==> src/ibc_consts.svh <==
// Register map, field positions, reset values and bits per byte
// for the byte-level bus master. Included by the package and the core.
`ifndef IBC_CONSTS_SVH
`define IBC_CONSTS_SVH

// Register offsets
`define IBC_OFS_DIV_LO     3'h0
`define IBC_OFS_DIV_HI     3'h1
`define IBC_OFS_CTRL       3'h2
`define IBC_OFS_DATA       3'h3
`define IBC_OFS_CMD        3'h4

// Control fields
`define IBC_CTRL_EN        7
`define IBC_CTRL_IEN       6

// Command fields
`define IBC_CMD_STA        7
`define IBC_CMD_STO        6
`define IBC_CMD_RD         5
`define IBC_CMD_WR         4
`define IBC_CMD_ACK        3
`define IBC_CMD_INTERRUPT_CLEAR       0

// Status fields
`define IBC_ST_SLAVE_ACK_SEEN       7
`define IBC_ST_BUSY        6
`define IBC_ST_AL          5
`define IBC_ST_TIP         1
`define IBC_ST_IF          0

// Reset values
`define IBC_DIV_RESET      16'hFFFF
`define IBC_CTRL_RESET     8'h00

// Bits per byte
`define IBC_BITS_PER_BYTE  4'h8

`endif

==> src/ibc_pkg.sv <==
// Types shared by the byte-level bus master.
// Assumes ibc_consts.svh is on the include path.
`default_nettype none
`include "ibc_consts.svh"

package ibc_pkg;

   // Bit-level operations
   typedef enum logic [4:0] {
      IBC_BOP_IDLE  = 5'h01,
      IBC_BOP_START = 5'h02,
      IBC_BOP_STOP  = 5'h04,
      IBC_BOP_WRITE = 5'h08,
      IBC_BOP_READ  = 5'h10
   } ibc_bop_t;

   // Byte sequencer states
   typedef enum logic [4:0] {
      IBC_S_IDLE  = 5'h01,
      IBC_S_START = 5'h02,
      IBC_S_DATA  = 5'h04,
      IBC_S_ACK   = 5'h08,
      IBC_S_STOP  = 5'h10
   } ibc_state_t;

endpackage : ibc_pkg
`default_nettype wire

==> src/ibc_core.sv <==
// Byte-level bus master: registers, byte sequencer, bit phase engine.
// Assumes a single clock, open-drain pins resolved outside the module,
// and pin inputs arriving asynchronously.
`timescale 1ns/1ps
`default_nettype none
`include "ibc_consts.svh"

module ibc_core
   import ibc_pkg::*;
(
   // Clock, reset, enable
   input  wire logic       i_clk,
   input  wire logic       i_nrst,
   input  wire logic       i_ce,
   // Register port
   input  wire logic [2:0] i_addr,
   input  wire logic [7:0] i_wdata,
   input  wire logic       i_wr,
   input  wire logic       i_rd,
   output logic      [7:0] o_rdata,
   // Interrupt
   output logic            o_irq,
   // Bus pins
   input  wire logic       i_scl,
   output logic            o_scl,
   output logic            o_scl_oe_n,
   input  wire logic       i_sda,
   output logic            o_sda,
   output logic            o_sda_oe_n
);

   //----------------------------------------------------------------
   // Registers
   //----------------------------------------------------------------
   logic [15:0] div_q;
   logic [7:0]  ctrl_q;
   logic [7:0]  txd_q;
   logic [7:0]  rxd_q;
   logic        sta_q, sto_q, rdc_q, wrc_q, ack_q;
   logic        slave_ack_seen_q, busy_q, al_q, tip_q, if_q;
   logic        done;
   logic        al_ev;
   logic        core_en;
   logic        wr_cmd;

   assign core_en = ctrl_q[`IBC_CTRL_EN];
   assign wr_cmd  = i_ce && i_wr && (i_addr == `IBC_OFS_CMD);

   // divider bytes, software holds EN low
   always_ff @(posedge i_clk or negedge i_nrst) begin
      if (!i_nrst) begin
         div_q <= `IBC_DIV_RESET;
      end else if (i_ce && i_wr) begin
         if (i_addr == `IBC_OFS_DIV_LO) div_q[7:0] <= i_wdata;
         if (i_addr == `IBC_OFS_DIV_HI) div_q[15:8] <= i_wdata;
      end
   end

   // control reserved bits stored as zero
   always_ff @(posedge i_clk or negedge i_nrst) begin
      if (!i_nrst) begin
         ctrl_q <= `IBC_CTRL_RESET;
         txd_q  <= 8'h00;
      end else if (i_ce && i_wr) begin
         if (i_addr == `IBC_OFS_CTRL) ctrl_q <= {i_wdata[7:6], 6'h00};
         if (i_addr == `IBC_OFS_DATA) txd_q <= i_wdata;
      end
   end

   // command latch, taken only while enabled
   // STA, STO, RD and WR bits clear when the command finishes or arbitration is lost
   always_ff @(posedge i_clk or negedge i_nrst) begin
      if (!i_nrst) begin
         {sta_q, sto_q, rdc_q, wrc_q, ack_q} <= 5'h00;
      end else if (i_ce) begin
         if (done || al_ev) begin
            {sta_q, sto_q, rdc_q, wrc_q} <= 4'h0;
         end
         if (wr_cmd && core_en) begin
            sta_q <= i_wdata[`IBC_CMD_STA];
            sto_q <= i_wdata[`IBC_CMD_STO];
            rdc_q <= i_wdata[`IBC_CMD_RD];
            wrc_q <= i_wdata[`IBC_CMD_WR];
            ack_q <= i_wdata[`IBC_CMD_ACK];
         end
      end
   end

   // sticky flag, set wins; clear; done sets
   always_ff @(posedge i_clk or negedge i_nrst) begin
      if (!i_nrst) begin
         if_q <= 1'b0;
      end else if (i_ce) begin
         if (done || al_ev) if_q <= 1'b1;
         else if (wr_cmd && i_wdata[`IBC_CMD_INTERRUPT_CLEAR]) if_q <= 1'b0;
      end
   end

   assign o_irq = if_q && ctrl_q[`IBC_CTRL_IEN];

   always_ff @(posedge i_clk or negedge i_nrst) begin
      if (!i_nrst) begin
         o_rdata <= 8'h00;
      end else if (i_ce && i_rd) begin
         unique case (i_addr)
            `IBC_OFS_DIV_LO: o_rdata <= div_q[7:0];
            `IBC_OFS_DIV_HI: o_rdata <= div_q[15:8];
            `IBC_OFS_CTRL:   o_rdata <= ctrl_q;
            `IBC_OFS_DATA:   o_rdata <= rxd_q;
            `IBC_OFS_CMD:    o_rdata <= {slave_ack_seen_q, busy_q, al_q,
                                         3'h0, tip_q, if_q};
            default:         o_rdata <= 8'h00;
         endcase
      end
   end

   //----------------------------------------------------------------
   // Pin synchronisers and bus condition detect
   //----------------------------------------------------------------
   logic [2:0] scl_s, sda_s;
   logic       scl_f, sda_f, scl_fp, sda_fp;
   logic       start_det, stop_det;

   // Three stages; level changes once stages two and three agree
   always_ff @(posedge i_clk or negedge i_nrst) begin
      if (!i_nrst) begin
         scl_s  <= 3'h7;
         sda_s  <= 3'h7;
         scl_f  <= 1'b1;
         sda_f  <= 1'b1;
         scl_fp <= 1'b1;
         sda_fp <= 1'b1;
      end else if (i_ce) begin
         scl_s  <= {scl_s[1:0], i_scl};
         sda_s  <= {sda_s[1:0], i_sda};
         if (scl_s[2] == scl_s[1]) scl_f <= scl_s[2];
         if (sda_s[2] == sda_s[1]) sda_f <= sda_s[2];
         scl_fp <= scl_f;
         sda_fp <= sda_f;
      end
   end

   assign start_det = scl_f && scl_fp && sda_fp && !sda_f;
   assign stop_det  = scl_f && scl_fp && !sda_fp && sda_f;

   // bus busy from start and stop conditions
   always_ff @(posedge i_clk or negedge i_nrst) begin
      if (!i_nrst) begin
         busy_q <= 1'b0;
      end else if (i_ce) begin
         if (start_det) busy_q <= 1'b1;
         else if (stop_det) busy_q <= 1'b0;
      end
   end

   //----------------------------------------------------------------
   // Phase enable and bit engine
   //----------------------------------------------------------------
   logic [15:0] pcnt_q;
   logic        pen;
   ibc_bop_t    bop_q;
   logic [2:0]  ph_q;
   logic        scl_drv_q, sda_drv_q;
   logic        bit_done;
   logic        stretch;
   logic        stop_req_q;

   // high phase waits while SCL held low elsewhere
   assign stretch = scl_drv_q && !scl_f;

   logic        run_en;

   // work already taken runs on while disabled
   assign run_en = core_en || tip_q;

   always_ff @(posedge i_clk or negedge i_nrst) begin
      if (!i_nrst) begin
         pcnt_q <= 16'h0000;
      end else if (i_ce) begin
         if (!run_en || pcnt_q == 16'h0000 || stretch) begin
            pcnt_q <= div_q;
         end else begin
            pcnt_q <= pcnt_q - 16'h0001;
         end
      end
   end

   assign pen = run_en && (pcnt_q == 16'h0000) && !stretch;

   // Last timed phase: stop ends after C, others after D
   function automatic logic last_phase(input ibc_bop_t op,
                                       input logic [2:0] ph);
      last_phase = (op == IBC_BOP_STOP) ? (ph == 3'h3) : (ph == 3'h4);
   endfunction : last_phase

   assign bit_done = pen && (bop_q != IBC_BOP_IDLE) &&
                     last_phase(bop_q, ph_q);

   ibc_bop_t   bop_d;
   logic       bit_tx;
   logic       rx_bit_q;

   // phase counter: idle, then A to D
   always_ff @(posedge i_clk or negedge i_nrst) begin
      if (!i_nrst) begin
         ph_q  <= 3'h0;
         bop_q <= IBC_BOP_IDLE;
      end else if (i_ce) begin
         if (al_ev) begin
            ph_q  <= 3'h0;
            bop_q <= IBC_BOP_IDLE;
         end else if (bop_q == IBC_BOP_IDLE) begin
            bop_q <= bop_d;
            ph_q  <= 3'h0;
         end else if (pen) begin
            if (last_phase(bop_q, ph_q)) begin
               bop_q <= IBC_BOP_IDLE;
               ph_q  <= 3'h0;
            end else begin
               ph_q <= ph_q + 3'h1;
            end
         end
      end
   end

   always_ff @(posedge i_clk or negedge i_nrst) begin
      if (!i_nrst) begin
         scl_drv_q <= 1'b1;
         sda_drv_q <= 1'b1;
         rx_bit_q  <= 1'b1;
      end else if (i_ce && pen && bop_q != IBC_BOP_IDLE) begin
         unique case (bop_q)
            IBC_BOP_START: unique case (ph_q)
               3'h0: begin sda_drv_q <= 1'b1; end
               3'h1: begin scl_drv_q <= 1'b1; end
               3'h2: begin sda_drv_q <= 1'b0; end
               3'h3: begin scl_drv_q <= 1'b1; end
               default: begin scl_drv_q <= 1'b0; end
            endcase
            IBC_BOP_STOP: unique case (ph_q)
               3'h0: begin scl_drv_q <= 1'b0; sda_drv_q <= 1'b0; end
               3'h1: begin scl_drv_q <= 1'b1; end
               3'h2: begin scl_drv_q <= 1'b1; end
               default: begin sda_drv_q <= 1'b1; end
            endcase
            default: unique case (ph_q)
               3'h0: begin
                  scl_drv_q <= 1'b0;
                  sda_drv_q <= bit_tx;
               end
               3'h1: begin scl_drv_q <= 1'b1; end
               3'h2: begin rx_bit_q <= sda_f; end
               3'h3: begin scl_drv_q <= 1'b1; end
               default: begin scl_drv_q <= 1'b0; end
            endcase
         endcase
      end
   end

   assign o_scl      = 1'b0;
   assign o_sda      = 1'b0;
   assign o_scl_oe_n = scl_drv_q;
   assign o_sda_oe_n = sda_drv_q;

   // lost: SDA low while released, or stop not requested
   // Data line judged only at the write sample point, SCL high;
   // slave acknowledge and read bits are never a lost arbitration
   assign al_ev = i_ce && (
      (pen && bop_q == IBC_BOP_WRITE && ph_q == 3'h2 &&
       sda_drv_q && !sda_f) ||
      (stop_det && !stop_req_q && tip_q));

   always_ff @(posedge i_clk or negedge i_nrst) begin
      if (!i_nrst) begin
         al_q <= 1'b0;
      end else if (i_ce) begin
         if (al_ev) al_q <= 1'b1;
         else if (wr_cmd && i_wdata[`IBC_CMD_STA]) al_q <= 1'b0;
      end
   end

   //----------------------------------------------------------------
   // Byte sequencer
   //----------------------------------------------------------------
   ibc_state_t st_q;
   logic [7:0] sh_q;
   logic [3:0] bcnt_q;
   logic       issued_q;

   // MSB first; master ack on read, release on write
   assign bit_tx = (st_q == IBC_S_ACK) ? (rdc_q ? ack_q : 1'b1)
                                       : (rdc_q ? 1'b1 : sh_q[7]);

   // Request the bit operation of the current state
   always_comb begin
      bop_d = IBC_BOP_IDLE;
      if (!issued_q) begin
         unique case (st_q)
            IBC_S_START: bop_d = IBC_BOP_START;
            IBC_S_DATA:  bop_d = rdc_q ? IBC_BOP_READ : IBC_BOP_WRITE;
            IBC_S_ACK:   bop_d = rdc_q ? IBC_BOP_WRITE : IBC_BOP_READ;
            IBC_S_STOP:  bop_d = IBC_BOP_STOP;
            default:     bop_d = IBC_BOP_IDLE;
         endcase
      end
   end

   assign done = i_ce && bit_done && (
      (st_q == IBC_S_ACK && !sto_q) || st_q == IBC_S_STOP);

   // start only with read or write; pending run on
   always_ff @(posedge i_clk or negedge i_nrst) begin
      if (!i_nrst) begin
         st_q       <= IBC_S_IDLE;
         sh_q       <= 8'h00;
         bcnt_q     <= 4'h0;
         issued_q   <= 1'b0;
         tip_q      <= 1'b0;
         slave_ack_seen_q    <= 1'b0;
         rxd_q      <= 8'h00;
         stop_req_q <= 1'b0;
      end else if (i_ce) begin
         if (bop_q == IBC_BOP_IDLE && bop_d != IBC_BOP_IDLE) begin
            issued_q <= 1'b1;
         end
         if (al_ev) begin
            st_q       <= IBC_S_IDLE;
            tip_q      <= 1'b0;
            issued_q   <= 1'b0;
            stop_req_q <= 1'b0;
         end else unique case (st_q)
            IBC_S_IDLE: begin
               issued_q <= 1'b0;
               if (rdc_q || wrc_q) begin
                  tip_q  <= 1'b1;
                  sh_q   <= txd_q;
                  bcnt_q <= `IBC_BITS_PER_BYTE;
                  st_q   <= sta_q ? IBC_S_START : IBC_S_DATA;
               end else if (sto_q) begin
                  tip_q      <= 1'b1;
                  stop_req_q <= 1'b1;
                  st_q       <= IBC_S_STOP;
               end
            end
            IBC_S_START: if (bit_done) begin
               issued_q <= 1'b0;
               st_q     <= IBC_S_DATA;
            end
            IBC_S_DATA: if (bit_done) begin
               issued_q <= 1'b0;
               sh_q     <= {sh_q[6:0], rx_bit_q};
               bcnt_q   <= bcnt_q - 4'h1;
               if (bcnt_q == 4'h1) st_q <= IBC_S_ACK;
            end
            IBC_S_ACK: if (bit_done) begin
               issued_q <= 1'b0;
               rxd_q    <= sh_q;
               if (!rdc_q) slave_ack_seen_q <= rx_bit_q;
               if (sto_q) begin
                  stop_req_q <= 1'b1;
                  st_q       <= IBC_S_STOP;
               end else begin
                  tip_q <= 1'b0;
                  st_q  <= IBC_S_IDLE;
               end
            end
            IBC_S_STOP: if (bit_done) begin
               issued_q   <= 1'b0;
               tip_q      <= 1'b0;
               stop_req_q <= 1'b0;
               st_q       <= IBC_S_IDLE;
            end
            default: st_q <= IBC_S_IDLE;
         endcase
      end
   end

endmodule : ibc_core
`default_nettype wire

==> config.mk <==
export PLATFORM = sky130hd
export DESIGN_NAME = ibc_core
export DESIGN_NICKNAME = d
export VERILOG_FILES = /design/src/ibc_pkg.sv /design/src/ibc_core.sv
export VERILOG_INCLUDE_DIRS = /design/src
export SDC_FILE = /design/constraint.sdc
export NUM_CORES = 1
export LEC_CHECK = 0
export ABC_AREA = 1
export BUFFER_PORTS_ARGS = -buffer_cell sky130_fd_sc_hd__buf_4
export CAP_MARGIN = 20
export CORE_ASPECT_RATIO = 0.75
export CORE_MARGIN = 4
export CORE_UTILIZATION = 57
export CTS_BUF_LIST = sky130_fd_sc_hd__clkbuf_2 sky130_fd_sc_hd__clkbuf_4 sky130_fd_sc_hd__clkbuf_8
export DETAILED_ROUTE_END_ITERATION = 12
export PLACE_DENSITY = 0.74
export SLEW_MARGIN = 20
export SYNTH_ARGS = -nofsm -noshare
export SYNTH_HDL_FRONTEND = slang
export SYNTH_SLANG_ARGS = --single-unit
==> constraint.sdc <==
create_clock -name i_clk -period 1.8 [get_ports i_clk]
set_input_delay 0.18 -clock i_clk [delete_from_list [all_inputs] [get_ports i_clk]]
set_output_delay 0.18 -clock i_clk [all_outputs]
set_load 0.05 [all_outputs]
Word level (Yosys, flattened, before mapping) --
Cells that the tools add are included.
Operators by class: add/subtract/negate cells 3, eq/ne operators 37, mux-type cells 70, bitwise operators 3, reductions and logical operators 83
Operator list (number):
- 5-bit two-way mux | 16
- 8-bit case mux with 5 select lines | 1
- 1-bit logical AND | 30
- 1-bit two-way mux | 29
- 5-bit case mux with 5 select lines | 1
- 2-bit AND reduction | 12
- 3-bit inequality test, second input constant | 7
- 5-bit case mux with 4 select lines | 1
- 16-bit logical NOT | 1
- 16-bit two-way mux | 1
- 8-bit two-way mux | 2
- 1-bit case mux with 2 select lines | 8
- 8-bit case mux with 2 select lines | 1
- 16-bit by 1-bit subtractor with 16-bit output, second input constant | 1
- 3-bit two-way mux | 5
- 5-bit AND reduction | 3
- 3-bit by 2-bit == test with 1-bit output, second input constant | 4
- 4-bit AND reduction | 3
- 5-bit by 1-bit == test with 1-bit output, second input constant | 2
- 5-bit by 2-bit == test with 1-bit output, second input constant | 2
- 5-bit by 3-bit == test with 1-bit output, second input constant | 2
- 5-bit by 4-bit == test with 1-bit output, second input constant | 2
- 5-bit by 1-bit inequality test with 1-bit output, second input constant | 2
- 2-bit nonzero test | 5
- 24 further kinds | 55
Word-level totals: register bits after elaboration 108, bits of input ports 18, word-level logic and storage cells 229

Longest topological paths before layout --
Gate-level depths: netlist of the first run.
depth in word-level cells 13, depth in mapped cells 15, gate-level depth less buffers 14

Worst setup path after synthesis of the first run --
Ideal clock, no wire load.
kind reg-to-reg, from register scl_drv_q, in the netlist o_scl_oe_n, to register rxd_q[6], data arrival time 1.840 ns, required time 1.682 ns, slack -0.158 ns, cell stages (with the launch flop) 13, period minus slack after synthesis 1.958 ns, cells stage by stage dfstp_2 > inv_1 > o22ai_1 > inv_1 > nand3_2 > nand2_1 > nand2_2 > clkinv_2 > nor2_4 > inv_2 > buf_6 > nand2_2 > o21ai_2
Between the ends: cells in the longest elaborated chain, start to end 11
RTL lines:
- start: declaration | line ibc_core.sv:163 | logic scl_drv_q, sda_drv_q;
- start signal: assignment | line ibc_core.sv:228 | scl_drv_q <= 1'b1;
- start signal: assignment | line ibc_core.sv:235 | 3'h1: begin scl_drv_q <= 1'b1; end
- start signal: assignment | line ibc_core.sv:237 | 3'h3: begin scl_drv_q <= 1'b1; end
- 1-bit logical AND (*) | line ibc_core.sv:169 | assign stretch = scl_drv_q && !scl_f;
- 1-bit logical NOT (*) | line ibc_core.sv:188 | assign pen = run_en && (pcnt_q == 16'h0000) && !stretch;
- 1-bit logical AND (*) | line ibc_core.sv:188
- 1-bit logical AND (3 in series) | line ibc_core.sv:269 | (pen && bop_q == IBC_BOP_WRITE && ph_q == 3'h2 &&
- 1-bit logical AND | line ibc_core.sv:270 | sda_drv_q && !sda_f) ||
- 1-bit logical OR | line ibc_core.sv:270
- 1-bit logical AND | line ibc_core.sv:268 | assign al_ev = i_ce && (
- 1-bit NOT (no source line)
- 4-bit AND reduction (no source line) (*)
- end signal: assignment | line ibc_core.sv:357 | rxd_q <= sh_q;
- end: declaration | line ibc_core.sv:38 | logic [7:0] rxd_q;
Every way passes the cells marked *; elsewhere a longest branch is shown, timed or not. A chain may end at the register's enable or synchronous reset.

Final worst setup path of the first run --
from register ph_q[0], to register rxd_q[4]
Between the ends: cells in the longest elaborated chain, start to end 8
RTL lines:
- start: declaration | line ibc_core.sv:162 | logic [2:0] ph_q;
- start signal: assignment | line ibc_core.sv:220 | ph_q <= ph_q + 3'h1;
- 3-bit by 2-bit == test with 1-bit output | line ibc_core.sv:269
- 1-bit logical AND (2 in series) | line ibc_core.sv:269
- 1-bit logical AND | line ibc_core.sv:270
- 1-bit logical OR | line ibc_core.sv:270
- 1-bit logical AND | line ibc_core.sv:268
- 1-bit NOT (no source line)
- 4-bit AND reduction (no source line) (*)
Marks and branches as above.

==> results of run 1 <==
## layout make-up
class,instances,area share
Multi-Input combinational cell,502,0.402
Sequential cell,108,0.373
Timing Repair Buffer,107,0.121
Inverter,91,0.0505
Clock buffer,13,0.0226
Tap cell,132,0.0225
Timing Repair inverter,3,0.00459
Clock inverter,3,0.00357
## cell families (layout without fill, tap and decap cells)
family                   count (synthesis)  count (layout)  share of synthesized area
flip-flops                             108             108                      0.476
multiplexers                             1               1                    0.00174
XOR/XNOR                                 6               6                    0.00912
AND/OR/NAND/NOR                        312             313                      0.242
other                                    1               2                   0.000651
buffers and inverters                  113             217                     0.0807
adder cells (fa/ha/maj)                  9               9                     0.0195
AO/OA/AOI/OAI                          171             171                      0.171
## metrics by stage
| stage | worst slack [ps] | cell area [µm²] | power [mW] |
|---|---|---|---|
| after floorplan | -4.75 | 5780 | 5.76 |
| after global placement | -138 | 6570 | 6.87 |
| after detailed placement | -200 | 6570 | 7.00 |
| after CTS | -94.4 | 6900 | 8.59 |
| after global routing | -243 | 7350 | 9.86 |
| final | -125 | 7350 | 9.22 |
## worst max path at each step
stage	startpoint	end	slack, ps	depth (start not counted)
2_1_floorplan	o_scl_oe_n	rxd_q[6]	-5	12
3_3_place_gp	pcnt_q[1]	st_q[2]	-140	13
3_5_place_dp	pcnt_q[1]	st_q[2]	-200	13
4_1_cts	pcnt_q[1]	rxd_q[4]	-90	13
5_1_grt	ph_q[0]	st_q[1]	-240	15
6_report	ph_q[0]	rxd_q[4]	-120	15
## cells in the final DEF (no fill, tap or decap), drive strengths merged
master       instances
nor2                69
nand2              187
a31oi                6
dfstp               31
o21ai              108
a221oi               2
nand4                9
a22o                 1
a21boi               1
mux2i                1
a211oi               1
nand3               33
clkinv               4
a22oi                2
inv                 93
conb                 2
nor3b                1
or2                  2
clkbuf              13
a21o                 5
o22ai                7
o41ai                2
dfrtp               77
nor3                11
xnor2                1
ha                   9
buf                106
o2bb2ai              1
dlygate4sd3          1
a21oi               27
o221ai               2
nand3b               1
xor2                 5
o211ai               6
## power breakdown
group	leakage [nW]	internal [mW]	total (mW)	switching, mW
clock network	0.102	0.627	1.47	0.846
logic	2.07	1.64	4.09	2.45
registers	1.33	3.13	3.65	0.523
## state kept, by name, indices dropped and copies added, names as in the netlist, 2 cells and up
signal	cells
txd_q	8
bcnt_q	4
bop_q	5
scl_s	3
sda_s	3
rxd_q	8
st_q	5
ph_q	3
o_rdata	8
sh_q	8
div_q	16
pcnt_q	16
ctrl_q	2
## worst max-delay path, cell delays in order (launching register included)
cell and delay [ps]:
dfrtp_1 400, inv_2 80, ha_4 130, inv_2 30
nor2_2 120, nand3_1 90, nor2_2 130, nand3_2 130
nand2_4 140, nand2_8 80, buf_6 140, inv_8 50
nor2_4 50, buf_12 130, clkinv_8 60, o21ai_2 50
## what timing repair did
item                                    4_1_cts  5_1_grt
hold endpoints to repair                     77        0
pin swaps                                    11       38
setup buffers                                 4       11
endpoints found under the setup margin       38       54
cloned                                        1        4
hold buffers                                  1        0
gates resized for setup                      39      101
## per-layer routing
| layer | GRT usage | routed length [µm] |
|---|---|---|
| met5 | 0 | 0 |
| met1 | 0.400 | 7220 |
| met4 | 0.0602 | 164 |
| met2 | 0.415 | 7150 |
| met3 | 0.0439 | 1010 |
==> run_results.csv, run 1 <==
group,metric,value,unit
outcome,status,"finished, violations left",
outcome,violations,"negative setup slack",
die,die_h,95.1,µm
timing,timing.setup.tns,-2230,ps
die,core_region_area,9770,µm²
setup_path,worstSetupEndpointType,"flop",
synthesis,yosysUniqueCellTypes,52,
setup_path,r2r-start,"ph_q[0]",
finish,stdcell_count,959,
finish,nets,849,
timing,worst_slew_pin_slew,496,ps
die,rows,31,
synthesis,avgSynthCellArea,7.99,µm²
finish,multi_input_area,2960,µm²
synthesis,synth_async_sr_flop_share,1.00,
timing,fin_crit_sh,1.07,
clock_network,clk_latency,380,ps
clock_network,cts_tree,"built",
finish,seqCellArea,2740,µm²
synthesis,ys_ff_latch,108,
die,die_w,124,µm
min_path,min_path_type,"in2reg",
setup_path,r2r-end,"rxd_q[4]",
min_path,hold_path.startpoint,"i_scl",
setup_path,cp.arrival,2200,ps
finish,fillers,719,
synthesis,ys_top_cells_by_count,"nand2_1 (177), o21ai_0 (87), inv_1 (82)",
place,place_congestion,0.865,
finish,drive_gt1_frac,0.339,
synthesis,yosysSeqAreaShare,0.476,
clock_network,cts_buffers,9,
global_route,first_global_vias,4900,
synthesis,postSynthCellCount,721,
global_route,grt_start_max_net_pins,68,
run,maxCapViolCount,0,
clock_network,cts_max_path_buffers,2,
setup_path,critical_path_required,2080,ps
timing,clock_skew,10.7,ps
timing,setup_viol,35,
detailed_routing,wire_per_inst,16.2,µm
synthesis,synth.top_cell.area_share,0.334,
synthesis,synth_edf_count,0,
setup_path,crit_path_max_fanout,7,
timing,setup_ws,-125,ps
timing,max_freq,519,MHz
finish,n_antenna_cell,0,
finish,final_util,0.752,
clock_network,cts.clk_slew.worst_paths,100,ps
global_route,grt_usage,0.268,
place,hpwl,10.9,mm
detailed_routing,drtAntennaViolNets,0,
place,io_buffer_count,28,
synthesis,yosys_warnings,0,
synthesis,yosys-top-cells-area,"dfrtp_1 (33%), dfstp_2 (14%), nand2_1 (12%)",
setup_path,ff2ff_setup_slack,-120,ps
timing,slew_viol_final,0,
die,start_util,0.590,
detailed_routing,remaining_drc_errors,0,
timing,layout_min_cycle_time,1920,ps
global_route,gr-total-overflow,0,
die,die-area,11800,µm²
detailed_routing,routed_wl,15.5,mm
clock_network,root_buffer,"clkbuf_8",
global_route,grt_pass1_wl,24.3,mm
timing,slew_headroom,0.668,
synthesis,netlist_area,5760,µm²
synthesis,yosys.cell_count.top_type,"nand2_1",
timing,rsz0062_at_grt,"yes",
detailed_routing,via_per_inst,5.52,
synthesis,synth_area_leader_cell,"dfrtp_1",
die,ios,31,
clock_network,cts_max_level,3,
timing,worst_hold_slack,24.3,ps
detailed_routing,dr.first_iter.drc_count,483,
power_and_ir_drop,power_density,1250,nW/µm²
detailed_routing,first_pass_iters,5,
timing,hold_viol,0,
min_path,whs_endpoint,"scl_s[0]",
setup_path,start_kind,"flop",
finish,synthToLayoutAreaGrowth,27.6,%
global_route,antenna_found_initial,0,
setup_path,worst-setup-path-type,"reg2reg",
detailed_routing,vias,5291,
clock_network,cts_sinks,108,
min_path,whs_path_depth,3,
place,dp_cells,924,
power_and_ir_drop,p_leak,3.50,nW
synthesis,ys.flop_type,"dfrtp_1",
setup_path,worstRegToRegCells,15,
power_and_ir_drop,ir_drop,0.856,mV
Note: power is estimated with default switching activity, not from simulation.
==> run 2: changes to the inputs <==
--- a/config.mk
+++ b/config.mk
@@ -6,7 +6,6 @@
 export SDC_FILE = /design/constraint.sdc
 export NUM_CORES = 1
 export LEC_CHECK = 0
-export ABC_AREA = 1
 export BUFFER_PORTS_ARGS = -buffer_cell sky130_fd_sc_hd__buf_4
 export CAP_MARGIN = 20
 export CORE_ASPECT_RATIO = 0.75
==> run_results.csv, run 2 <==
group,metric,value,unit
timing,hold_viol,0,
finish,final_cell_mix,"buf_4 (125), dfrtp_1 (77), nand2_1 (60)",
die,start_util,0.591,
finish,drive_gt1_frac,0.511,
power_and_ir_drop,ir_drop,0.681,mV
setup_path,r2r-start,"bop_q[0]",
timing,setup_ws,-542,ps
finish,top_regs,"div_q (16), pcnt_q (16)",
die,die_h,95.2,µm
setup_path,start_kind,"flop",
place,io_buffer_count,28,
clock_network,cts_max_level,3,
place,hpwl,11.7,mm
timing,layout_min_cycle_time,2340,ps
global_route,grt_start_max_net_pins,58,
finish,layout_commonest_cell,"buf_4",
clock_network,cts.clk_slew.worst_paths,120,ps
timing,slew_viol_final,0,
run,maxCapViolCount,0,
finish,nets,758,
timing,clock_skew,18.1,ps
setup_path,worstSetupEndpointType,"flop",
clock_network,cts_buffers,9,
synthesis,yosys-top-cells-area,"dfrtp_1 (33%), dfstp_2 (14%), mux2_2 (9.2%)",
place,dp_cells,821,
clock_network,clk_latency,380,ps
setup_path,ff2ff_setup_slack,-540,ps
setup_path,critPathLaunch,"bop_q[0]",
setup_path,crit_end,"sh_q[5]",
timing,rsz0062_at_grt,"yes",
clock_network,root_buffer,"clkbuf_8",
min_path,min_path_type,"in2reg",
detailed_routing,drtAntennaViolNets,0,
setup_path,critical_path_required,2110,ps
die,die-area,11800,µm²
synthesis,synth_area_leader_cell,"dfrtp_1",
timing,fin_crit_sh,1.30,
timing,slew_headroom,0.404,
die,ios,31,
detailed_routing,dr.first_iter.drc_count,785,
finish,n_antenna_cell,0,
setup_path,worst-setup-path-type,"reg2reg",
timing,timing.setup.tns,-24130,ps
timing,setup_viol,63,
detailed_routing,vias,5771,
detailed_routing,first_pass_iters,5,
clock_network,cts_sinks,108,
detailed_routing,via_per_inst,6.65,
synthesis,netlist_area,5780,µm²
synthesis,yosysUniqueCellTypes,72,
global_route,first_global_vias,5632,
timing,max_freq,427,MHz
die,rows,31,
global_route,gr-total-overflow,0,
outcome,status,"finished, violations left",
synthesis,avgSynthCellArea,9.98,µm²
die,die_w,124,µm
synthesis,yosys.cell_count.top_type,"dfrtp_1",
power_and_ir_drop,p_leak,3.59,nW
timing,worst_slew_pin_slew,891,ps
power_and_ir_drop,power_density,1350,nW/µm²
detailed_routing,routed_wl,20.6,mm
clock_network,cts_max_path_buffers,2,
place,place_congestion,0.923,
synthesis,yosysSeqAreaShare,0.475,
detailed_routing,wire_per_inst,23.8,µm
synthesis,synth.top_cell.area_share,0.334,
synthesis,yosys_warnings,0,
finish,stdcell_count,868,
synthesis,ys_ff_latch,108,
finish,synthToLayoutAreaGrowth,43.2,%
synthesis,synth_edf_count,0,
die,core_region_area,9770,µm²
synthesis,synth_async_sr_flop_share,1.00,
setup_path,crit_path_max_fanout,5,
synthesis,ys_top_cells_by_count,"dfrtp_1 (77), nand2_1 (71), o21ai_0 (60)",
finish,fillers,469,
place,dp_slack,-643,ps
global_route,grt_pass1_wl,30.5,mm
clock_network,cts_tree,"built",
global_route,antenna_found_initial,0,
synthesis,postSynthCellCount,579,
detailed_routing,remaining_drc_errors,0,
global_route,grt_usage,0.326,
setup_path,worstRegToRegCells,7,
setup_path,r2r-end,"sh_q[5]",
synthesis,ys.flop_type,"dfrtp_1",
outcome,violations,"negative setup slack",
setup_path,cp.arrival,2650,ps
## run 2: cell count changes after synthesis, moves of 9 or more
cell	change
nand2_1	-106
nor2_1	-17
mux2_2	+47
nand3_1	-18
o21ai_0	-27
o21ai_2	-9
inv_1	-66
a22o_1	+11
o21ai_1	-11
mux2i_1	+12
## run 2: worst min-delay path by stage
stage | start | end | depth (start not counted)
final | i_scl | scl_s[0] | 2
after global routing | i_scl | scl_s[0] | 2
after CTS | i_scl | scl_s[0] | 2
after detailed placement | i_nrst | o_rdata[7] | 1
after global placement | i_nrst | o_rdata[6] | 1
after floorplan | i_nrst | ack_q | 0
## run 2: cell families (layout without fill, tap and decap cells)
| kind of cell | count (synthesis) | in the layout | synth area share |
|---|---|---|---|
| other | 1 | 2 | 0.000649 |
| flip-flops | 108 | 108 | 0.475 |
| XOR/XNOR | 1 | 1 | 0.00152 |
| multiplexers | 62 | 62 | 0.120 |
| AND/OR/NAND/NOR | 197 | 198 | 0.171 |
| AO/OA/AOI/OAI | 159 | 162 | 0.182 |
| adder cells (fa/ha/maj) | 9 | 9 | 0.0195 |
| buffers and inverters | 42 | 194 | 0.0301 |
## run 2: repair_timing
item                                    in CTS  in global routing
pin swaps                                   45                 39
hold endpoints to repair                    20                  0
cloned                                       8                  0
gates resized for setup                    125                 61
endpoints found under the setup margin      62                 62
setup buffers                               22                 11
hold buffers                                 1                  0
## run 2: final cells by class
type | instances | area, µm² | share of cell area
Multi-Input combinational cell | 434 | 3680 | 0.445
Tap cell | 132 | 165 | 0.0200
Inverter | 17 | 63.8 | 0.00772
Sequential cell | 108 | 2740 | 0.331
Clock buffer | 9 | 124 | 0.0150
Clock inverter | 7 | 66.3 | 0.00802
Timing Repair Buffer | 161 | 1430 | 0.173
## run 2: report_power, final
part           switching (mW)  internal, mW  total, mW
Combinational            3.00          2.83       5.83
Sequential              0.681          3.15       3.83
Clock                   0.955         0.542       1.50
## run 2: layer usage
layer | global-route usage | wire [µm]
met4 | 0.104 | 858
met1 | 0.445 | 8540
met3 | 0.0711 | 1960
met2 | 0.527 | 9280
met5 | 0 | 0
## run 2: critical path: stages, from the launching register on
cell and delay [ps]:
dfstp_2 390, or4_4 520, or4_4 510, o311ai_4 390, buf_6 170, o21bai_4 140
nand2_1 70, o21ai_1 80
## run 2: metrics by stage
step	instance area, µm²	hold WS [ps]	utilization	power [mW]
CTS	8010	19.8	0.820	10.4
global placement	7040	98.1	0.720	7.58
global route	8270	19.4	0.846	11.6
floorplan	5970	-116	-	5.98
detailed placement	7040	96.0	0.720	7.79
finish	8270	34.7	0.846	11.2
